**src/fwp_regs.vh**
```
// Opcodes, field positions and reset values of the flash protect block
`ifndef FWP_REGS_VH
`define FWP_REGS_VH
// Write-class opcodes
`define FWP_OPC_PROG_SINGLE 8'h02
`define FWP_OPC_PROG_QUAD_A 8'h32
`define FWP_OPC_PROG_QUAD_B 8'h38
`define FWP_OPC_ERASE_4K_A 8'hD7
`define FWP_OPC_ERASE_4K_B 8'h20
`define FWP_OPC_ERASE_32K 8'h52
`define FWP_OPC_ERASE_64K 8'hD8
`define FWP_OPC_ERASE_ALL_A 8'hC7
`define FWP_OPC_ERASE_ALL_B 8'h60
`define FWP_OPC_WR_STATUS 8'h01
`define FWP_OPC_WR_FUNC 8'h42
`define FWP_OPC_WR_NV_READ 8'h65
`define FWP_OPC_WR_NV_EXT 8'h85
`define FWP_OPC_ROW_ERASE 8'h64
`define FWP_OPC_ROW_PROG 8'h62
`define FWP_OPC_WR_AUTOBOOT 8'h15
// Latch, volatile, read and suspend opcodes
`define FWP_OPC_ARM 8'h06
`define FWP_OPC_DISARM 8'h04
`define FWP_OPC_SET_VREAD_A 8'hC0
`define FWP_OPC_SET_VREAD_B 8'h63
`define FWP_OPC_SET_VEXT 8'h83
`define FWP_OPC_RD_STATUS 8'h05
`define FWP_OPC_RD_FUNC 8'h48
`define FWP_OPC_SUSPEND 8'h75
`define FWP_OPC_RESUME 8'h7A
// Status word fields
`define FWP_SW_BUSY 0
`define FWP_SW_LATCH 1
`define FWP_SW_PSEL_LO 2
`define FWP_SW_PSEL_HI 5
`define FWP_SW_QUAD 6
`define FWP_SW_LOCK 7
`define FWP_SW_RST 8'h00
`define FWP_SW_PSEL_RST 4'h0
// Function word fields
`define FWP_FW_RSTDIS 0
`define FWP_FW_PROGRAM_SUSPENDED_FLAG 2
`define FWP_FW_ERASE_SUSPENDED_FLAG 3
`define FWP_FW_RLOCK_LO 4
`define FWP_FW_RLOCK_HI 7
`define FWP_FW_RST 8'h00
// Read parameter field that picks reset on the shared pin
`define FWP_RP_SHARED_RST 7
// Address fields
`define FWP_BLK_HI 20
`define FWP_BLK_LO 16
`define FWP_ROW_HI 9
`define FWP_ROW_LO 8
// Frame byte counts (opcode included)
`define FWP_NB_DATA 3'd2
`define FWP_NB_ADDR 3'd4
`define FWP_NB_MAX 3'd7
// Protect code decode
`define FWP_PCODE_NONE 4'h0
`define FWP_PCODE_NONE_B 4'hF
`define FWP_PCODE_TOP_LAST 4'h5
`define FWP_PCODE_ALL_LAST 4'h9
`define FWP_PCODE_BOT_LAST 4'hE
`define FWP_NUM_BLOCKS 6'h20
`endif

```
**src/fwp_sync.v**
```verilog
// Two-flop synchroniser for pins entering the system clock domain
`timescale 1ns/10ps
module fwp_sync #(
  parameter W = 1
) (
  // Clock and reset
  input wire clk_sys_i,
  input wire rst_i,
  // Data
  input wire [W-1:0] d_i,
  output wire [W-1:0] q_o
);
  reg [W-1:0] meta_q;
  reg [W-1:0] sync_q;

  // First stage feeds only the second
  always @(posedge clk_sys_i or posedge rst_i) begin
    if (rst_i) begin
      meta_q <= {W{1'b1}};
      sync_q <= {W{1'b1}};
    end else begin
      meta_q <= d_i;
      sync_q <= meta_q;
    end
  end

  assign q_o = sync_q;
endmodule // fwp_sync

```
**src/fwp_spi_shift.v**
```verilog
// Serial byte shifter: samples serial clock edges, assembles and sends bytes
`timescale 1ns/10ps
module fwp_spi_shift (
  // Clock and reset
  input wire clk_sys_i,
  input wire rst_i,
  // Synchronised serial pins
  input wire sclk_s_i,
  input wire cs_n_s_i,
  input wire si_s_i,
  // Transmit byte
  input wire [7:0] tx_byte_i,
  input wire tx_load_i,
  // Receive side
  output reg [7:0] byte_o,
  output reg byte_vld_o,
  output reg frame_end_o,
  // Serial output
  output reg so_o,
  output reg so_oe_n_o
);
  reg sclk_prev_q;
  reg cs_prev_q;
  reg [2:0] bit_cnt_q;
  reg [6:0] rx_q;
  reg [7:0] tx_q;
  wire rise;
  wire fall;

  // Edges of the sampled serial clock
  assign rise = sclk_s_i & ~sclk_prev_q & ~cs_n_s_i;
  assign fall = ~sclk_s_i & sclk_prev_q & ~cs_n_s_i;

  // Shift in on rising edges, out on falling edges
  always @(posedge clk_sys_i or posedge rst_i) begin
    if (rst_i) begin
      sclk_prev_q <= 1'b0;
      cs_prev_q <= 1'b1;
      bit_cnt_q <= 3'h0;
      rx_q <= 7'h00;
      tx_q <= 8'h00;
      byte_o <= 8'h00;
      byte_vld_o <= 1'b0;
      frame_end_o <= 1'b0;
      so_o <= 1'b0;
      so_oe_n_o <= 1'b1;
    end else begin
      sclk_prev_q <= sclk_s_i;
      cs_prev_q <= cs_n_s_i;
      byte_vld_o <= 1'b0;
      frame_end_o <= cs_n_s_i & ~cs_prev_q;
      if (cs_n_s_i) begin
        bit_cnt_q <= 3'h0;
        so_oe_n_o <= 1'b1;
      end else if (rise) begin
        bit_cnt_q <= bit_cnt_q + 3'h1;
        rx_q <= {rx_q[5:0], si_s_i};
        if (bit_cnt_q == 3'h7) begin
          byte_o <= {rx_q, si_s_i};
          byte_vld_o <= 1'b1;
        end
      end else if (fall && !so_oe_n_o) begin
        so_o <= tx_q[7];
        tx_q <= {tx_q[6:0], 1'b0};
      end
      if (tx_load_i) begin
        tx_q <= tx_byte_i;
        so_oe_n_o <= 1'b0;
      end
    end
  end
endmodule // fwp_spi_shift

```
**src/fwp_top.v**
```verilog
// Write latch, block protect, status and function word logic of a serial flash
//
// Contract
// - Latch clear blocks all write-class instructions
// - Arm command sets the write latch
// - Volatile read settings ignore the latch
// - Disarm command clears the write latch
// - Finished write, program or erase clears latch
// - Programs and 4K erase need the latch
// - Block and full erases need the latch
// - Status, function, read-param writes need latch
// - Ext-param, row, autoboot writes need latch
// - Protected target blocks program and erase
// - Codes 1-5 top blocks, 6-9 all
// - Codes 10-14 bottom blocks, 15 none
// - Full erase only with all protect bits zero
// - Lock plus low protect pin freezes status while quad is off
// - Otherwise status word writes are accepted
// - Quad bit turns aux pins into data
// - Program suspend sets flag, resume clears
// - Erase suspend sets flag, resume clears
// - Row locks start zero, one-way to one
// - Reset-disable bit one-way, moves reset pin
// - Only arm and disarm alter latch directly
// - Only status write updates protect cells
`timescale 1ns/10ps
`include "fwp_regs.vh"
module fwp_top #(
  parameter RSTDIS_DEFAULT = 1'b0
) (
  // Clock and reset
  input wire clk_sys_i,
  input wire rst_i,
  // Serial link pins
  input wire sclk_i,
  input wire cs_n_i,
  input wire si_i,
  output wire so_o,
  output wire so_oe_n_o,
  // Auxiliary pins
  input wire wp_io2_i,
  input wire hold_io3_i,
  input wire rst_ded_n_i,
  // Array engine
  output reg op_start_o,
  output reg [7:0] op_code_o,
  output reg [23:0] op_addr_o,
  output reg suspend_o,
  output reg resume_o,
  input wire op_done_i,
  // Register views and pin functions
  output reg [7:0] status_word_o,
  output reg [7:0] function_control_word_o,
  output reg [7:0] read_param_o,
  output reg [7:0] ext_read_param_o,
  output reg hold_o,
  output reg pin_reset_o
);
  // Array operation states
  localparam [1:0] OP_IDLE = 2'd0;
  localparam [1:0] OP_RUN = 2'd1;
  localparam [1:0] OP_SUSP = 2'd2;

  reg [1:0] op_state_q;
  reg op_erase_q;
  reg write_latch_q;
  reg [3:0] protect_sel_q;
  reg quad_pins_on_q;
  reg status_lock_q;
  reg program_suspended_flag_q;
  reg erase_suspended_flag_q;
  reg [3:0] row_lock_q;
  reg rst_dis_q;
  reg [7:0] vread_q;
  reg [7:0] vext_q;
  reg [7:0] opcode_q;
  reg [23:0] addr_q;
  reg [7:0] data_q;
  reg [2:0] bcnt_q;
  reg rd_status_q;
  reg rd_func_q;
  reg tx_load;
  reg [7:0] tx_byte;
  wire sclk_s;
  wire cs_n_s;
  wire si_s;
  wire wp_s;
  wire hold_s;
  wire rst_ded_s;
  wire [7:0] rx_byte;
  wire rx_vld;
  wire frame_end;
  wire [7:0] status_now;
  wire [7:0] func_now;
  wire wp_low;
  wire status_frozen;
  wire [4:0] blk;
  wire [1:0] row;
  wire busy;
  wire shared_is_reset;

  // Every pin passes two flops before use
  fwp_sync #(
    .W(6)
  ) u_sync (
    .clk_sys_i(clk_sys_i),
    .rst_i(rst_i),
    .d_i({sclk_i, cs_n_i, si_i, wp_io2_i, hold_io3_i, rst_ded_n_i}),
    .q_o({sclk_s, cs_n_s, si_s, wp_s, hold_s, rst_ded_s})
  );

  // Byte assembly and serial output
  fwp_spi_shift u_shift (
    .clk_sys_i(clk_sys_i),
    .rst_i(rst_i),
    .sclk_s_i(sclk_s),
    .cs_n_s_i(cs_n_s),
    .si_s_i(si_s),
    .tx_byte_i(tx_byte),
    .tx_load_i(tx_load),
    .byte_o(rx_byte),
    .byte_vld_o(rx_vld),
    .frame_end_o(frame_end),
    .so_o(so_o),
    .so_oe_n_o(so_oe_n_o)
  );

  // Protect code against a 64 KB block number
  function prot_hit;
    input [3:0] code;
    input [4:0] b;
    reg [5:0] n;
    begin
      prot_hit = 1'b0;
      n = 6'h00;
      if (code == `FWP_PCODE_NONE || code == `FWP_PCODE_NONE_B) begin
        prot_hit = 1'b0;
      end else if (code <= `FWP_PCODE_TOP_LAST) begin
        n = 6'h01 << (code - 4'h1);
        prot_hit = ({1'b0, b} >= (`FWP_NUM_BLOCKS - n));
      end else if (code <= `FWP_PCODE_ALL_LAST) begin
        prot_hit = 1'b1;
      end else begin
        n = 6'h01 << (`FWP_PCODE_BOT_LAST - code);
        prot_hit = ({1'b0, b} < n);
      end
    end
  endfunction

  // Write-class instructions handed to the array engine
  function is_array_op;
    input [7:0] op;
    begin
      case (op)
        `FWP_OPC_PROG_SINGLE, `FWP_OPC_PROG_QUAD_A, `FWP_OPC_PROG_QUAD_B,
        `FWP_OPC_ERASE_4K_A, `FWP_OPC_ERASE_4K_B: is_array_op = 1'b1;
        `FWP_OPC_ERASE_32K, `FWP_OPC_ERASE_64K,
        `FWP_OPC_ERASE_ALL_A, `FWP_OPC_ERASE_ALL_B: is_array_op = 1'b1;
        `FWP_OPC_WR_NV_READ: is_array_op = 1'b1;
        `FWP_OPC_WR_NV_EXT, `FWP_OPC_ROW_ERASE, `FWP_OPC_ROW_PROG,
        `FWP_OPC_WR_AUTOBOOT: is_array_op = 1'b1;
        default: is_array_op = 1'b0;
      endcase
    end
  endfunction

  // Erase-type instructions, for the suspend flag choice
  function is_erase_op;
    input [7:0] op;
    begin
      case (op)
        `FWP_OPC_ERASE_4K_A, `FWP_OPC_ERASE_4K_B, `FWP_OPC_ERASE_32K,
        `FWP_OPC_ERASE_64K, `FWP_OPC_ERASE_ALL_A, `FWP_OPC_ERASE_ALL_B,
        `FWP_OPC_ROW_ERASE: is_erase_op = 1'b1;
        default: is_erase_op = 1'b0;
      endcase
    end
  endfunction

  // Whole-array erase opcodes
  function is_full_erase;
    input [7:0] op;
    begin
      is_full_erase = (op == `FWP_OPC_ERASE_ALL_A) || (op == `FWP_OPC_ERASE_ALL_B);
    end
  endfunction

  // Live views of both register words
  assign busy = (op_state_q == OP_RUN);
  assign status_now = {status_lock_q, quad_pins_on_q, protect_sel_q, write_latch_q, busy};
  assign func_now = {row_lock_q, erase_suspended_flag_q, program_suspended_flag_q, 1'b0, rst_dis_q};

  // Protect pin counts only while the aux pin is not a data line
  assign wp_low = ~quad_pins_on_q & ~wp_s;
  assign status_frozen = status_lock_q & wp_low;
  assign blk = addr_q[`FWP_BLK_HI:`FWP_BLK_LO];
  assign row = addr_q[`FWP_ROW_HI:`FWP_ROW_LO];
  assign shared_is_reset = rst_dis_q & vread_q[`FWP_RP_SHARED_RST];

  // Byte sent back while a register read is open
  always @* begin
    tx_load = 1'b0;
    tx_byte = 8'h00;
    if (rx_vld) begin
      if (bcnt_q == 3'h0) begin
        tx_load = (rx_byte == `FWP_OPC_RD_STATUS) || (rx_byte == `FWP_OPC_RD_FUNC);
        tx_byte = (rx_byte == `FWP_OPC_RD_FUNC) ? func_now : status_now;
      end else begin
        tx_load = rd_status_q | rd_func_q;
        tx_byte = rd_func_q ? func_now : status_now;
      end
    end
  end

  // Frame capture: opcode, three address bytes, first data byte
  always @(posedge clk_sys_i or posedge rst_i) begin
    if (rst_i) begin
      opcode_q <= 8'h00;
      addr_q <= 24'h000000;
      data_q <= 8'h00;
      bcnt_q <= 3'h0;
      rd_status_q <= 1'b0;
      rd_func_q <= 1'b0;
    end else if (frame_end) begin
      bcnt_q <= 3'h0;
      rd_status_q <= 1'b0;
      rd_func_q <= 1'b0;
    end else if (rx_vld) begin
      if (bcnt_q != `FWP_NB_MAX) begin
        bcnt_q <= bcnt_q + 3'h1;
      end
      if (bcnt_q == 3'h0) begin
        opcode_q <= rx_byte;
        rd_status_q <= (rx_byte == `FWP_OPC_RD_STATUS);
        rd_func_q <= (rx_byte == `FWP_OPC_RD_FUNC);
      end
      if (bcnt_q == 3'h1) begin
        data_q <= rx_byte;
      end
      if (bcnt_q != 3'h0 && bcnt_q < `FWP_NB_ADDR) begin
        addr_q <= {addr_q[15:0], rx_byte};
      end
    end
  end

  // Register state, latch and operation sequencing at frame end
  always @(posedge clk_sys_i or posedge rst_i) begin
    if (rst_i) begin
      op_state_q <= OP_IDLE;
      op_erase_q <= 1'b0;
      write_latch_q <= 1'b0;
      protect_sel_q <= `FWP_SW_PSEL_RST;
      quad_pins_on_q <= 1'b0;
      status_lock_q <= 1'b0;
      program_suspended_flag_q <= 1'b0;
      erase_suspended_flag_q <= 1'b0;
      row_lock_q <= 4'h0;
      rst_dis_q <= RSTDIS_DEFAULT;
      vread_q <= 8'h00;
      vext_q <= 8'h00;
      op_start_o <= 1'b0;
      op_code_o <= 8'h00;
      op_addr_o <= 24'h000000;
      suspend_o <= 1'b0;
      resume_o <= 1'b0;
    end else begin
      op_start_o <= 1'b0;
      suspend_o <= 1'b0;
      resume_o <= 1'b0;
      // Completion of an engine operation
      if (op_done_i && op_state_q == OP_RUN) begin
        op_state_q <= OP_IDLE;
        write_latch_q <= 1'b0;
      end
      if (frame_end && bcnt_q != 3'h0) begin
        case (opcode_q)
          `FWP_OPC_ARM: begin
            if (!busy) begin
              write_latch_q <= 1'b1;
            end
          end
          `FWP_OPC_DISARM: begin
            if (!busy) begin
              write_latch_q <= 1'b0;
            end
          end
          `FWP_OPC_SET_VREAD_A, `FWP_OPC_SET_VREAD_B: begin
            if (!busy && bcnt_q >= `FWP_NB_DATA) begin
              vread_q <= data_q;
            end
          end
          `FWP_OPC_SET_VEXT: begin
            if (!busy && bcnt_q >= `FWP_NB_DATA) begin
              vext_q <= data_q;
            end
          end
          `FWP_OPC_WR_STATUS: begin
            // Refused write leaves cells and latch alone
            if (write_latch_q && !busy && !status_frozen && bcnt_q >= `FWP_NB_DATA) begin
              status_lock_q <= data_q[`FWP_SW_LOCK];
              quad_pins_on_q <= data_q[`FWP_SW_QUAD];
              protect_sel_q <= data_q[`FWP_SW_PSEL_HI:`FWP_SW_PSEL_LO];
              write_latch_q <= 1'b0;
            end
          end
          `FWP_OPC_WR_FUNC: begin
            if (write_latch_q && !busy && bcnt_q >= `FWP_NB_DATA) begin
              row_lock_q <= row_lock_q | data_q[`FWP_FW_RLOCK_HI:`FWP_FW_RLOCK_LO];
              rst_dis_q <= rst_dis_q | data_q[`FWP_FW_RSTDIS];
              write_latch_q <= 1'b0;
            end
          end
          `FWP_OPC_SUSPEND: begin
            if (op_state_q == OP_RUN && !op_done_i) begin
              op_state_q <= OP_SUSP;
              suspend_o <= 1'b1;
              program_suspended_flag_q <= ~op_erase_q;
              erase_suspended_flag_q <= op_erase_q;
            end
          end
          `FWP_OPC_RESUME: begin
            if (op_state_q == OP_SUSP) begin
              op_state_q <= OP_RUN;
              resume_o <= 1'b1;
              program_suspended_flag_q <= 1'b0;
              erase_suspended_flag_q <= 1'b0;
            end
          end
          default: begin
            // Array and non-volatile parameter operations
            if (is_array_op(opcode_q) && write_latch_q && op_state_q == OP_IDLE) begin
              if (is_full_erase(opcode_q)) begin
                if (protect_sel_q == `FWP_PCODE_NONE) begin
                  op_start_o <= 1'b1;
                  op_code_o <= opcode_q;
                  op_addr_o <= 24'h000000;
                  op_state_q <= OP_RUN;
                  op_erase_q <= 1'b1;
                end
              end else if (bcnt_q >= `FWP_NB_ADDR) begin
                if (opcode_q == `FWP_OPC_ROW_PROG || opcode_q == `FWP_OPC_ROW_ERASE) begin
                  if (!row_lock_q[row]) begin
                    op_start_o <= 1'b1;
                    op_code_o <= opcode_q;
                    op_addr_o <= addr_q;
                    op_state_q <= OP_RUN;
                    op_erase_q <= is_erase_op(opcode_q);
                  end
                end else if (opcode_q == `FWP_OPC_WR_NV_READ || opcode_q == `FWP_OPC_WR_NV_EXT ||
                             opcode_q == `FWP_OPC_WR_AUTOBOOT || !prot_hit(protect_sel_q, blk)) begin
                  op_start_o <= 1'b1;
                  op_code_o <= opcode_q;
                  op_addr_o <= addr_q;
                  op_state_q <= OP_RUN;
                  op_erase_q <= is_erase_op(opcode_q);
                end
              end
            end
          end
        endcase
      end
    end
  end

  // Registered register views and aux pin functions
  always @(posedge clk_sys_i or posedge rst_i) begin
    if (rst_i) begin
      status_word_o <= `FWP_SW_RST;
      function_control_word_o <= `FWP_FW_RST;
      read_param_o <= 8'h00;
      ext_read_param_o <= 8'h00;
      hold_o <= 1'b0;
      pin_reset_o <= 1'b0;
    end else begin
      status_word_o <= status_now;
      function_control_word_o <= func_now;
      read_param_o <= vread_q;
      ext_read_param_o <= vext_q;
      hold_o <= ~quad_pins_on_q & ~shared_is_reset & ~hold_s;
      if (rst_dis_q) begin
        pin_reset_o <= ~quad_pins_on_q & shared_is_reset & ~hold_s;
      end else begin
        pin_reset_o <= ~rst_ded_s;
      end
    end
  end
endmodule // fwp_top

```
**config.mk**
```make
export PLATFORM = sky130hd
export DESIGN_NAME = fwp_top
export DESIGN_NICKNAME = d
export VERILOG_FILES = /design/src/fwp_sync.v /design/src/fwp_spi_shift.v /design/src/fwp_top.v
export VERILOG_INCLUDE_DIRS = /design/src
export SDC_FILE = /design/constraint.sdc
export NUM_CORES = 1
export LEC_CHECK = 0
export BUFFER_PORTS_ARGS = -buffer_cell sky130_fd_sc_hd__buf_2
export CAP_MARGIN = 40
export CORE_UTILIZATION = 45
export CTS_CLUSTER_SIZE = 12
export DETAILED_ROUTE_END_ITERATION = 8
export GPL_ROUTABILITY_DRIVEN = 0
export PLACE_DENSITY = 0.7
export REMOVE_ABC_BUFFERS = 1
export SETUP_SLACK_MARGIN = 0.4
export SYNTH_ARGS = -nofsm -noshare
export SYNTH_HDL_FRONTEND = slang
export SYNTH_SLANG_ARGS = --single-unit
```
**constraint.sdc**
```tcl
create_clock -name clk_sys_i -period 8.7 [get_ports clk_sys_i]
set_input_delay 2.61 -clock clk_sys_i [delete_from_list [all_inputs] [get_ports clk_sys_i]]
set_output_delay 2.61 -clock clk_sys_i [all_outputs]
set_load 0.005 [all_outputs]
```
=== Word level (Yosys, flattened, before mapping) ===
Cells that the tools add are included.

* Register bits: 190
* Input port bits: 9
* Output and inout bits: 71
* Logic and storage cells: 277

* Add/sub/neg operators: 5
* Magnitude comparators: 8
* Equality and inequality tests: 37
* Shift operators: 2
* Muxes and demuxes: 99
* Bitwise operators: 28
* Reduce and logical (&&, ||, !) cells: 57

{| class="wikitable"
|+ Operator list
! kind !! number
|-
| $mux W24 || 6
|-
| $mux W8 || 14
|-
| $eq A8 B7 Y1 const B || 10
|-
| $mux W1 || 58
|-
| $eq A8 B8 Y1 const B || 6
|-
| $reduce_and A3 Y1 || 10
|-
| $eq A8 B3 Y1 const B || 3
|-
| $eq A8 B6 Y1 const B || 3
|-
| $mux W2 || 11
|-
| $reduce_bool A2 Y1 || 8
|-
| $mux W3 || 5
|-
| $reduce_or A14 Y1 || 1
|-
| $reduce_or A7 Y1 || 2
|-
| $not A1 Y1 || 13
|-
| $and A1 B1 Y1 || 12
|-
| $logic_and A1 B1 Y1 || 12
|-
| $shl A1 B4 Y6 const A || 2
|-
| $reduce_or A9 Y1 || 1
|-
| $eq A8 B1 Y1 const B || 1
|-
| $eq A8 B2 Y1 const B || 1
|-
| $eq A8 B5 Y1 const B || 1
|-
| $ne A2 B2 Y1 const B || 4
|-
| $logic_or A1 B1 Y1 || 7
|-
| $reduce_and A7 Y1 || 1
|-
| 33 further kinds || 44
|}

=== Longest topological paths before layout ===
Gate-level depths: netlist of run 1.

* Word-level depth: 21
* Depth in mapped cells: 16
* Gate-level depth less buffers: 13

=== Modules after synthesis ===
From an unflattened synthesis of run 1, not the netlist that was laid out.

* Cell total of the unflattened synthesis: 655
* Area total of the unflattened synthesis: 8260.4 µm²

{| class="wikitable"
|+ By module, submodules not included
! module !! instances !! cells each !! area each (µm²) !! sequential area each (µm²)
|-
| fwp_top || 1 || 549 || 6601.3 || 3653.5
|-
| fwp_spi_shift || 1 || 93 || 1340.0 || 803.3
|-
| fwp_sync || 1 || 13 || 319.1 || 315.3
|}

=== Least setup slack after synthesis of run 1 ===
OpenSTA, ideal clock, no wires.

* Kind: input port to flip-flop
* Start: input port op_done_i
* End: register erase_suspended_flag_q
* Library setup time: 0.127 ns
* Data arrival time: 3.373 ns
* Slack: 5.200 ns
* Cell stages on the path: 5
* Cells stage by stage: or3_1 > o22ai_1 > nand2b_1 > nand2_1 > o21ai_0

* Word-level cells in the longest chain between the ends: 4

{| class="wikitable"
|+ Ends and longest elaborated chain
! item !! line !! RTL
|-
| from (decl) || fwp_top.v:50 || <nowiki>input wire op_done_i,</nowiki>
|-
| $logic_not A1 Y1 || fwp_top.v:314 || <nowiki>if (op_state_q == OP_RUN && !op_done_i) begin</nowiki>
|-
| $logic_and A1 B1 Y1 || fwp_top.v:314 ||
|-
| $ne A2 B2 Y1 (no line) || -- ||
|-
| $reduce_and A4 Y1 (no line) || -- ||
|-
| to (signal assigned) || fwp_top.v:318 || <nowiki>erase_suspended_flag_q <= op_erase_q;</nowiki>
|-
| to (decl) || fwp_top.v:71 || <nowiki>reg erase_suspended_flag_q;</nowiki>
|}

No other way between the ends.
A chain may end at the register's enable or synchronous reset.

=== Worst setup path in the final report of run 1 ===
* Start: register protect_sel_q[1]
* End: register op_code_o[6]

* Word-level cells in the longest chain between the ends: 16
* Elaborated cells between the ends (all ways): 26
* Those cells by class: 3 x add/sub; 4 x order compare; 2 x eq/ne; 2 x shift; 9 x mux; 6 x reduce/logical

{| class="wikitable"
|+ Ends and longest elaborated chain
! item !! line !! RTL
|-
| from (decl) || fwp_top.v:67 || <nowiki>reg [3:0] protect_sel_q;</nowiki>
|-
| from (signal assigned) || fwp_top.v:252 || <nowiki>protect_sel_q <= `FWP_SW_PSEL_RST;</nowiki>
|-
| from (signal assigned) || fwp_top.v:302 || <nowiki>protect_sel_q <= data_q[`FWP_SW_PSEL_HI:`FWP_SW_PSEL_LO];</nowiki>
|-
| $sub A4 B1 Y4 / $sub A4 B4 Y4 (equally long branches) || -- ||
|-
| $shl A1 B4 Y6 (on tied branches) || fwp_top.v:139, fwp_top.v:144 ||
|-
| $sub A6 B6 Y6 (no line) / $lt A5 B6 Y1 (equally long branches) || -- ||
|-
| $ge A5 B6 Y1 / $mux W1 (equally long branches) || fwp_top.v:140, fwp_top.v:141 ||
|-
| $mux W1 || fwp_top.v:138 || <nowiki>end else if (code <= `FWP_PCODE_TOP_LAST) begin</nowiki>
|-
| $mux W1 || fwp_top.v:136 || <nowiki>if (code == `FWP_PCODE_NONE || code == `FWP_PCODE_NONE_B) begin</nowiki>
|-
| $mux W1 || fwp_top.v:341 || <nowiki>if (opcode_q == `FWP_OPC_ROW_PROG || opcode_q == `FWP_OPC_ROW_ERASE) begin</nowiki>
|-
| $mux W1 || fwp_top.v:340 || <nowiki>end else if (bcnt_q >= `FWP_NB_ADDR) begin</nowiki>
|-
| $mux W1 || fwp_top.v:332 || <nowiki>if (is_full_erase(opcode_q)) begin</nowiki>
|-
| $mux W1 || fwp_top.v:331 || <nowiki>if (is_array_op(opcode_q) && write_latch_q && op_state_q == OP_IDLE) begin</nowiki>
|-
| $mux W1 || fwp_top.v:276 || <nowiki>case (opcode_q)</nowiki>
|-
| $mux W1 || fwp_top.v:275 || <nowiki>if (frame_end && bcnt_q != 3'h0) begin</nowiki>
|-
| $logic_not A1 Y1 || fwp_top.v:350 || <nowiki>opcode_q == `FWP_OPC_WR_AUTOBOOT || !prot_hit(protect_sel_q, blk)) begin</nowiki>
|-
| $logic_or A1 B1 Y1 || fwp_top.v:349 || <nowiki>end else if (opcode_q == `FWP_OPC_WR_NV_READ || opcode_q == `FWP_OPC_WR_NV_EXT ||</nowiki>
|-
| $reduce_bool A3 Y1 (no line) || -- ||
|-
| $reduce_and A7 Y1 (no line) (*) || -- ||
|-
| to (signal assigned) || fwp_top.v:335 || <nowiki>op_code_o <= opcode_q;</nowiki>
|-
| to (signal assigned) || fwp_top.v:344 || <nowiki>op_code_o <= opcode_q;</nowiki>
|-
| to (signal assigned) || fwp_top.v:352 || <nowiki>op_code_o <= opcode_q;</nowiki>
|-
| to (decl) || fwp_top.v:46 || <nowiki>output reg [7:0] op_code_o,</nowiki>
|}

Every way passes the cells marked *; elsewhere a longest branch is shown, timed or not. The select of a mux whose other input is x is not followed.

==> results_dict.tcl, run 1 <==
set metrics [dict create \
    status "completed" \
    power_mw 1.81 \
    drv_cap 0 \
    finish.utilization_pct 53.4 \
    row_count 48 \
    die_h_um 135 \
    place_inst 882 \
    core-area_um2 17200 \
    synth_enable_flop_cells 0 \
    synth.area.mux_share_pct 13.8 \
    wl_per_cell_um 17.6 \
    startpoint_type "flip-flop" \
    grt.met2_usage_pct 29.6 \
    fillCellCount 1422 \
    ys.flop_type "dfrtp_1" \
    yosysWarnings 0 \
    critical_path_class "flip-flop to flip-flop" \
    place_ws_ns 4.63 \
    crit_path_max_fanout 27 \
    ir_worst_vdd_mv 0.141 \
    port_buffers 78 \
    hold_buffers 0 \
    synth_top_family_by_area "multiplexers" \
    die-area_um2 18200 \
    use_met3_pct 3.53 \
    worst-slew-pin-transition_ns 0.810 \
    fin_ws_ns 4.94 \
    ant_nets 0 \
    ios 80 \
    cts_root_buffer "clkbuf_16" \
    tns_ns 0 \
    synthDistinctLibCells 61 \
    die_x_um 135 \
    synthToLayoutAreaGrowth_pct 15.9 \
    fmax_mhz 266 \
    drt_wl_total_um 16100 \
    yosys.area_share.simple_pct 10.6 \
    antenna_found_initial 0 \
    synth-compound-area-share_pct 9.66 \
    post-route-min-period_ns 3.76 \
    fin_skew_ns 0.00832 \
    slew_viol_final 0 \
    yosysSeqAreaShare_pct 60.1 \
    avgSynthCellArea_um2 13.2 \
    required_ns 9.00 \
    post-route-drc-count 0 \
    grtUsageTotal_pct 19.1 \
    overflow 0 \
    synthXorXnorAreaFrac_pct 0.552 \
    slew_headroom_pct 46.0 \
    nets 702 \
    yosysTopAreaCell "dfrtp_1" \
    met1_usage_pct 26.5 \
    grt_pass1_wl_um 26700 \
    ys_ff_latch 190 \
    ys_top_cells_by_area "dfrtp_1 55%, mux2_2 11%, dfstp_2 4.6%" \
    numCtsBuffers 17 \
    dr.first_iter.drc_count 381 \
    p_leak_nw 4.63 \
    cts.repair.resized 0 \
    vias_per_cell 5.57 \
    dp_hpwl_um 10800 \
    synth_area_um2 7940 \
    post_cts_buffers 0 \
    grt_max_degree 118 \
    placed_area_um2 8540 \
    drive_above_1_share_pct 32.9 \
    layoutNonFillerInstCount 914 \
    clock_latency_ns 0.43 \
    power_density_nw_per_um2 197 \
    synth_fa_ha_area_share_pct 2.68 \
    netlist_instances 603 \
    vias 5092 \
    hold_class "flip-flop to flip-flop" \
    clock-sinks 190 \
    diodes 0 \
    cts_tree "built" \
    clkTransAtPathRegs_ns 0.07 \
    grt-busiest-layer "met2" \
    fin_crit_sh_pct 43.3 \
    arrival_ns 4.07 \
    register_area_um2 4770 \
    synthDominantCellAreaShare_pct 55.5 \
    worst_hold_slack_ns 0.356 \
    design_area_um2 9200 \
    yosysMostFrequentCell "dfrtp_1" \
    grt_pass1_vias 5086 \
    rsz0062_at_grt "no" \
    synthArstFlopShare_pct 100 \
    hold_viol_final 0 \
    netlist_top_cells_count "176 x dfrtp_1, 77 x mux2_2, 34 x nand2_1" \
    multi_input_area_um2 2970 \
    cts_buffer_depth 2 \
    drtPass1Iterations 5 \
    setup_viol 0 \
    cts_max_level 4 \
    initial_core_util_pct 46.0 \
    critPathCaptureType "flip-flop" \
]
[registers in the layout (all words and copies together), names as in the netlist, 6 cells and up]
| register | cells |
|---|---|
| vread_q | 8 |
| u_shift.rx_q | 7 |
| vext_q | 8 |
| status_word_o | 8 |
| opcode_q | 8 |
| u_sync.q_o | 6 |
| addr_q | 24 |
| read_param_o | 8 |
| op_code_o | 8 |
| u_shift.tx_q | 8 |
| function_control_word_o | 7 |
| op_addr_o | 24 |
| u_sync.meta_q | 6 |
| ext_read_param_o | 8 |
| data_q | 8 |
| u_shift.byte_o | 8 |
[final cells by class]
cell class	instances	share of cell area (%)
Inverter	11	0.531
Sequential cell	190	51.9
Clock inverter	11	2.18
Clock buffer	21	5.01
Timing Repair Buffer	84	5.03
Tap cell	225	3.06
Multi-Input combinational cell	372	32.3
[cells in the final DEF (no fill, tap or decap), types with 12 or more instances in the layout]
master	count
a22o_1	25
clkbuf_16	17
o21ai_0	12
nor2b_1	19
nand3_1	14
dfstp_2	14
nor2_1	25
nand2b_1	13
buf_2	78
dfrtp_1	176
nand2_1	34
ha_1	17
mux2_2	77
a211oi_1	12
a21oi_1	20
[worst paths after layout]
| kind | startpoint | end | slack, ns | depth (start not counted) |
|---|---|---|---|---|
| max in group asynchronous | rst_i | u_sync.meta_q[2] | 5.16 | 4 |
| setup reg to reg | protect_sel_q[1] | op_code_o[6] | 4.94 | 13 |
| min in group asynchronous | rst_i | u_shift.rx_q[2] | 2.35 | 2 |
| setup / recovery | protect_sel_q[1] | op_code_o[6] | 4.94 | 13 |
| hold / removal | u_sync.meta_q[0] | u_sync.q_o[0] | 0.36 | 0 |
| hold reg to reg | u_sync.meta_q[0] | u_sync.q_o[0] | 0.36 | 0 |
[power by group]
group          total (mW)  internal, mW  switching, mW
registers           0.914         0.903         0.0110
logic              0.0376        0.0150         0.0226
clock network       0.860         0.530          0.330
total                1.81          1.45          0.364
[routing by layer]
metal,vias up,part of all wire [%]
met5,-,0
met4,0,2.3
met3,33,4.8
met2,148,48
met1,2594,45
li1,2317,-
[cells by family (layout without fill, tap and decap cells)]
logic type / Yosys count / count (layout)
AO/OA/AOI/OAI: 103 / 103
XOR/XNOR: 5 / 5
adder cells (fa/ha/maj): 17 / 17
buffers and inverters: 41 / 127
flip-flops: 190 / 190
multiplexers: 95 / 95
other: 1 / 1
AND/OR/NAND/NOR: 151 / 151
[critical path: stages (launching register included)]
cell       delay (ns)
dfrtp_1          0.68
nor2b_1          0.29
nand2_1          0.09
ha_1             0.24
o41ai_1          0.38
ha_1             0.24
a211oi_1         0.05
o21ai_0          0.07
o2111ai_1        0.13
o2111ai_1        0.15
a21oi_2          0.12
o211ai_2         0.44
buf_4            0.40
mux2_1           0.36
(Power assumes the default switching activity.)
==> inputs of run 2 (changes only) <==
- PLACE_DENSITY: 0.7 -> 0.72
- clock period: 8.7 -> 3.4 ns (I/O delays scaled with it)
==> results_dict.tcl, run 2 (synthesized netlist as in run 1, its figures left out) <==
set metrics [dict create \
    arrival_ns 3.37 \
    crit_path_top_delay_cell "dfrtp_2" \
    wl_per_cell_um 18.6 \
    grtUsageTotal_pct 20.1 \
    clkTransAtPathRegs_ns 0.07 \
    vias 5216 \
    fin_skew_ns 0.0118 \
    hold_depth 0 \
    antenna_found_initial 0 \
    hold_buffers 0 \
    drive_above_1_share_pct 37.7 \
    crit_buf_inv 2 \
    r2r_slack_ns 0.34 \
    clock_latency_ns 0.44 \
    clock-sinks 190 \
    power_density_nw_per_um2 472 \
    critical_path_class "flip-flop to flip-flop" \
    power_mw 4.46 \
    critical_path.most_common_cell "o2111ai_2" \
    p_leak_nw 4.75 \
    fillCellCount 1375 \
    hold_viol_final 0 \
    critPathCaptureType "flip-flop" \
    cts_tree "built" \
    drv_cap 0 \
    grt_pass1_vias 5283 \
    hold_class "flip-flop to flip-flop" \
    die_h_um 135 \
    overflow 0 \
    status "completed" \
    reg_top3 "addr_q (24), op_addr_o (24)" \
    initial_core_util_pct 46.0 \
    final_common_cell "dfrtp_1" \
    port_buffers 78 \
    crit_family "compound AO/OA/AOI/OAI gates" \
    numCtsBuffers 17 \
    drtPass1Iterations 5 \
    slowest_delay_ns 0.41 \
    diodes 0 \
    hold_end "u_sync.q_o[5]" \
    post-route-min-period_ns 3.06 \
    reg2reg_to "op_code_o[2]" \
    hp-start "u_sync.meta_q[5]" \
    slew_headroom_pct 45.6 \
    required_ns 3.72 \
    post-route-drc-count 0 \
    cts_root_buffer "clkbuf_16" \
    reg2reg_depth 13 \
    setup_viol 0 \
    cts_buffer_depth 2 \
    crit_path_max_fanout 7 \
    synthToLayoutAreaGrowth_pct 19.1 \
    timing.rr.start "protect_sel_q[0]" \
    dr.first_iter.drc_count 323 \
    grt_pass1_wl_um 27700 \
    slew_viol_final 0 \
    core-area_um2 17200 \
    ant_nets 0 \
    rsz0062_at_grt "yes" \
    drt_wl_total_um 17400 \
    cts_max_level 4 \
    vias_per_cell 5.58 \
    critical_path.cell_chain "buf_4 -> nand2_1 -> nor3_1 -> xor2_1 -> ha_1 -> o211ai_1 -> o21ai_1 -> o2111ai_2 -> o2111ai_2 -> a21oi_2 -> o211ai_4 -> buf_6 -> mux2_4" \
    ir_worst_vdd_mv 0.438 \
    finish.utilization_pct 54.8 \
    row_count 48 \
    layout_common_cells "174 x dfrtp_1, 78 x buf_2, 77 x mux2_2" \
    startpoint_type "flip-flop" \
    ios 80 \
    fin_crit_sh_pct 89.9 \
    grt_max_degree 93 \
    worst-slew-pin-transition_ns 0.816 \
    die_x_um 135 \
    dp_hpwl_um 11400 \
    fmax_mhz 327 \
    nets 723 \
    die-area_um2 18200 \
]
run 2: cell types whose count changed in the layout (fill, tap and decap cells not counted), moves of 3 or more:
| cell | previous run | this run |
|---|---|---|
| buf_4 | 4 | 18 |
| buf_6 | 0 | 5 |
| bufinv_16 | 5 | 2 |
| nor2b_1 | 19 | 16 |
run 2: worst max-delay path by stage:
stage,startpoint,endpoint,cells past startpoint,slack [ns]
6_report,protect_sel_q[0],op_code_o[2],13,0.34
2_1_floorplan,rst_i,addr_q[0],1,-2.77
3_5_place_dp,protect_sel_q[0],op_code_o[7],13,0.24
5_1_grt,protect_sel_q[1],op_erase_q,13,0.23
3_3_place_gp,protect_sel_q[0],op_code_o[6],13,0.39
4_1_cts,protect_sel_q[2],op_code_o[7],11,0.45
run 2: what timing repair did:
action / 4_1_cts / 5_1_grt
gates cloned: 0 / 2
pin swaps: 0 / 12
hold endpoints to repair: 0 / 0
buffers inserted: 2 / 9
endpoints found under the setup margin: 33 / 33
resized for setup: 4 / 28
run 2: final cells by class:
| type | count | area, um^2 | share of cell area (%) |
|---|---|---|---|
| Sequential cell | 190 | 4770 | 50.5 |
| Multi-Input combinational cell | 372 | 3060 | 32.4 |
| Timing Repair Buffer | 105 | 672 | 7.11 |
| Clock buffer | 21 | 480 | 5.08 |
| Tap cell | 225 | 282 | 2.98 |
| Clock inverter | 11 | 129 | 1.36 |
| Inverter | 11 | 48.8 | 0.516 |
run 2: per-stage QoR:
step	setup TNS [ns]	instances	hold slack (ns)	area, um^2	worst slack (ns)
2_1_floorplan	-505.68	573	0.345	7780	-2.77
3_3_place_gp	0	890	0.347	8580	0.391
3_5_place_dp	0	890	0.348	8580	0.240
4_1_cts	0	924	0.357	9220	0.451
5_1_grt	0	935	0.364	9450	0.232
6_report	0	935	0.356	9450	0.345
run 2: worst register-to-register path, stage by stage (launching register included):
cell	delay (ns)
dfrtp_2	0.41
buf_4	0.16
nand2_1	0.09
nor3_1	0.29
xor2_1	0.14
ha_1	0.30
o211ai_1	0.08
o21ai_1	0.18
o2111ai_2	0.16
o2111ai_2	0.15
a21oi_2	0.12
o211ai_4	0.36
buf_6	0.21
mux2_4	0.30
run 2: per-layer routing:
metal  share of wire, %  GRT usage (%)
met3                4.7           4.88
met5                  0              0
met1                 43           26.1
met2                 50           31.7
met4                2.5           10.0
run 2: where the power goes:
group,switching [mW],internal [mW]
combinational,0.0582,0.0382
sequential,0.0311,2.31
clock,0.854,1.17
==> inputs of run 3 (changes only) <==
--- a/config.mk
+++ b/config.mk
@@ -7,5 +7,5 @@
 export NUM_CORES = 1
 export LEC_CHECK = 0
-export BUFFER_PORTS_ARGS = -buffer_cell sky130_fd_sc_hd__buf_2
+export BUFFER_PORTS_ARGS = -buffer_cell sky130_fd_sc_hd__clkbuf_2
 export CAP_MARGIN = 40
 export CORE_UTILIZATION = 45
@@ -13,5 +13,5 @@
 export DETAILED_ROUTE_END_ITERATION = 8
 export GPL_ROUTABILITY_DRIVEN = 0
-export PLACE_DENSITY = 0.72
+export PLACE_DENSITY = 0.7
 export REMOVE_ABC_BUFFERS = 1
 export SETUP_SLACK_MARGIN = 0.4
==> constraint.sdc (replaced) <==
create_clock -name clk_sys_i -period 3.68 [get_ports clk_sys_i]
set_input_delay 0.184 -clock clk_sys_i [delete_from_list [all_inputs] [get_ports clk_sys_i]]
set_output_delay 0.184 -clock clk_sys_i [all_outputs]
set_load 0.005 [all_outputs]
==> results_dict.tcl, run 3 (synthesized netlist as in run 1, its figures left out) <==
set metrics [dict create \
    status "completed" \
    fin_ws_ns 0.611 \
    place_ws_ns 0.445 \
    reg_top3 "addr_q (24), op_addr_o (24)" \
    hold_class "input pin to flip-flop" \
    cts_max_level 4 \
    cts_buffer_depth 2 \
    multi_input_area_um2 2980 \
    diodes 0 \
    wl_per_cell_um 17.9 \
    startpoint_type "flip-flop" \
    die-area_um2 18200 \
    arrival_ns 3.38 \
    cts_root_buffer "clkbuf_16" \
    ant_nets 0 \
    setup_viol 0 \
    row_count 48 \
    critPathCaptureType "flip-flop" \
    cts_tree "built" \
    switchingPower_mw 0.857 \
    slew_viol_final 0 \
    timing.rr.start "protect_sel_q[0]" \
    post-route-min-period_ns 3.07 \
    clkTransAtPathRegs_ns 0.07 \
    crit_path_max_fanout 15 \
    grt_pass1_wl_um 27600 \
    netSwitchingFraction_pct 20.7 \
    clock_latency_ns 0.43 \
    fin_skew_ns 0.0116 \
    drive_above_1_share_pct 34.3 \
    die_x_um 135 \
    rsz0062_at_grt "no" \
    port_buffers 78 \
    final_common_cell "dfrtp_1" \
    hold_viol_final 0 \
    dr.first_iter.drc_count 301 \
    worst-slew-pin-transition_ns 0.795 \
    fillCellCount 1422 \
    hold_end "suspend_o" \
    nets 715 \
    vias 5097 \
    p_int_mw 3.29 \
    vias_per_cell 5.50 \
    p_clk_share_pct 45.5 \
    layout_common_cells "172 x dfrtp_1, 78 x clkbuf_2, 77 x mux2_2" \
    synthToLayoutAreaGrowth_pct 17.1 \
    reg2reg_to "op_code_o[6]" \
    grt_pass1_vias 5197 \
    hold_depth 3 \
    post-route-drc-count 0 \
    r2r_slack_ns 0.61 \
    register_area_um2 4780 \
    power_density_nw_per_um2 446 \
    grtUsageTotal_pct 19.9 \
    placed_area_um2 8560 \
    ios 80 \
    p_seq_share_pct 52.2 \
    initial_core_util_pct 46.0 \
    required_ns 3.99 \
    hp-start "op_done_i" \
    drtPass1Iterations 4 \
    grt_max_degree 132 \
    core-area_um2 17200 \
    clock-sinks 190 \
    numCtsBuffers 17 \
    antenna_found_initial 0 \
    drt_wl_total_um 16600 \
    design_area_um2 9300 \
    critical_path_class "flip-flop to flip-flop" \
    p_leak_nw 4.62 \
    dp_hpwl_um 11400 \
    drv_cap 0 \
    die_h_um 135 \
    overflow 0 \
    fmax_mhz 326 \
    reg2reg_depth 14 \
    fin_crit_sh_pct 83.4 \
    share_comb_of_total_power_pct 2.3 \
    ir_worst_vdd_mv 0.314 \
    slew_headroom_pct 45.9 \
]
-- run 3: per-layer routing --
metal | GRT usage (%) | wire length [um]
met5 | 0 | 0
met2 | 32.4 | 8320
met1 | 26.4 | 7240
met3 | 4.28 | 771
met4 | 7.18 | 299
-- run 3: metrics by stage --
step	setup TNS (ns)	util (%)	instances	hold slack (ns)	power, mW
floorplan	-293.64	-	573	0.188	2.26
global placement	0	49.5	883	0.274	2.29
detailed placement	0	49.6	884	0.261	2.30
CTS	0	53.6	923	0.117	4.20
global route	0	53.9	927	0.147	4.30
finish	0	53.9	927	0.146	4.15
-- run 3: layout make-up --
class | instances | share of cell area [%]
well taps | 225 | 3.03
flip-flops and latches | 190 | 51.4
clock buffers | 20 | 4.91
repair buffers | 97 | 6.31
inverters | 11 | 0.525
multi-input cells | 372 | 32.1
clock inverters | 12 | 1.72
-- run 3: worst max-delay path by stage --
stage | end | from | slack (ns) | cells after the start
CTS | op_code_o[7] | protect_sel_q[2] | 0.44 | 13
finish | op_code_o[6] | protect_sel_q[0] | 0.61 | 14
floorplan | addr_q[0] | rst_i | -1.65 | 1
detailed placement | op_code_o[7] | protect_sel_q[1] | 0.44 | 13
global placement | op_code_o[7] | protect_sel_q[1] | 0.62 | 13
global route | op_code_o[6] | protect_sel_q[0] | 0.41 | 14
-- run 3: critical path, stage by stage (launching register included) --
cell and delay (ns):
dfrtp_2 0.48, nor2b_2 0.21, nand2_1 0.11, ha_1 0.26
o31ai_1 0.10, o41ai_2 0.13, ha_1 0.21, a211oi_1 0.17
o21ai_0 0.11, o2111ai_1 0.09, o2111ai_1 0.18, a21oi_2 0.23
o211ai_2 0.12, buf_4 0.23, mux2_1 0.32
-- run 3: what timing repair did --
item | CTS | global route
setup buffers | 0 | 4
hold endpoints to repair | 67 | 0
gates resized for setup | 1 | 7
setup endpoints to repair | 9 | 33
hold buffers | 7 | 0
-- run 3: power by group through the flow --
stage / Combinational [mW] / Clock, mW / Sequential, mW
floorplan: 0.0655 / 0 / 2.19
global placement: 0.0864 / 0 / 2.20
detailed placement: 0.0942 / 0 / 2.20
CTS: 0.100 / 1.93 / 2.17
global route: 0.110 / 2.02 / 2.17
finish: 0.0953 / 1.89 / 2.16
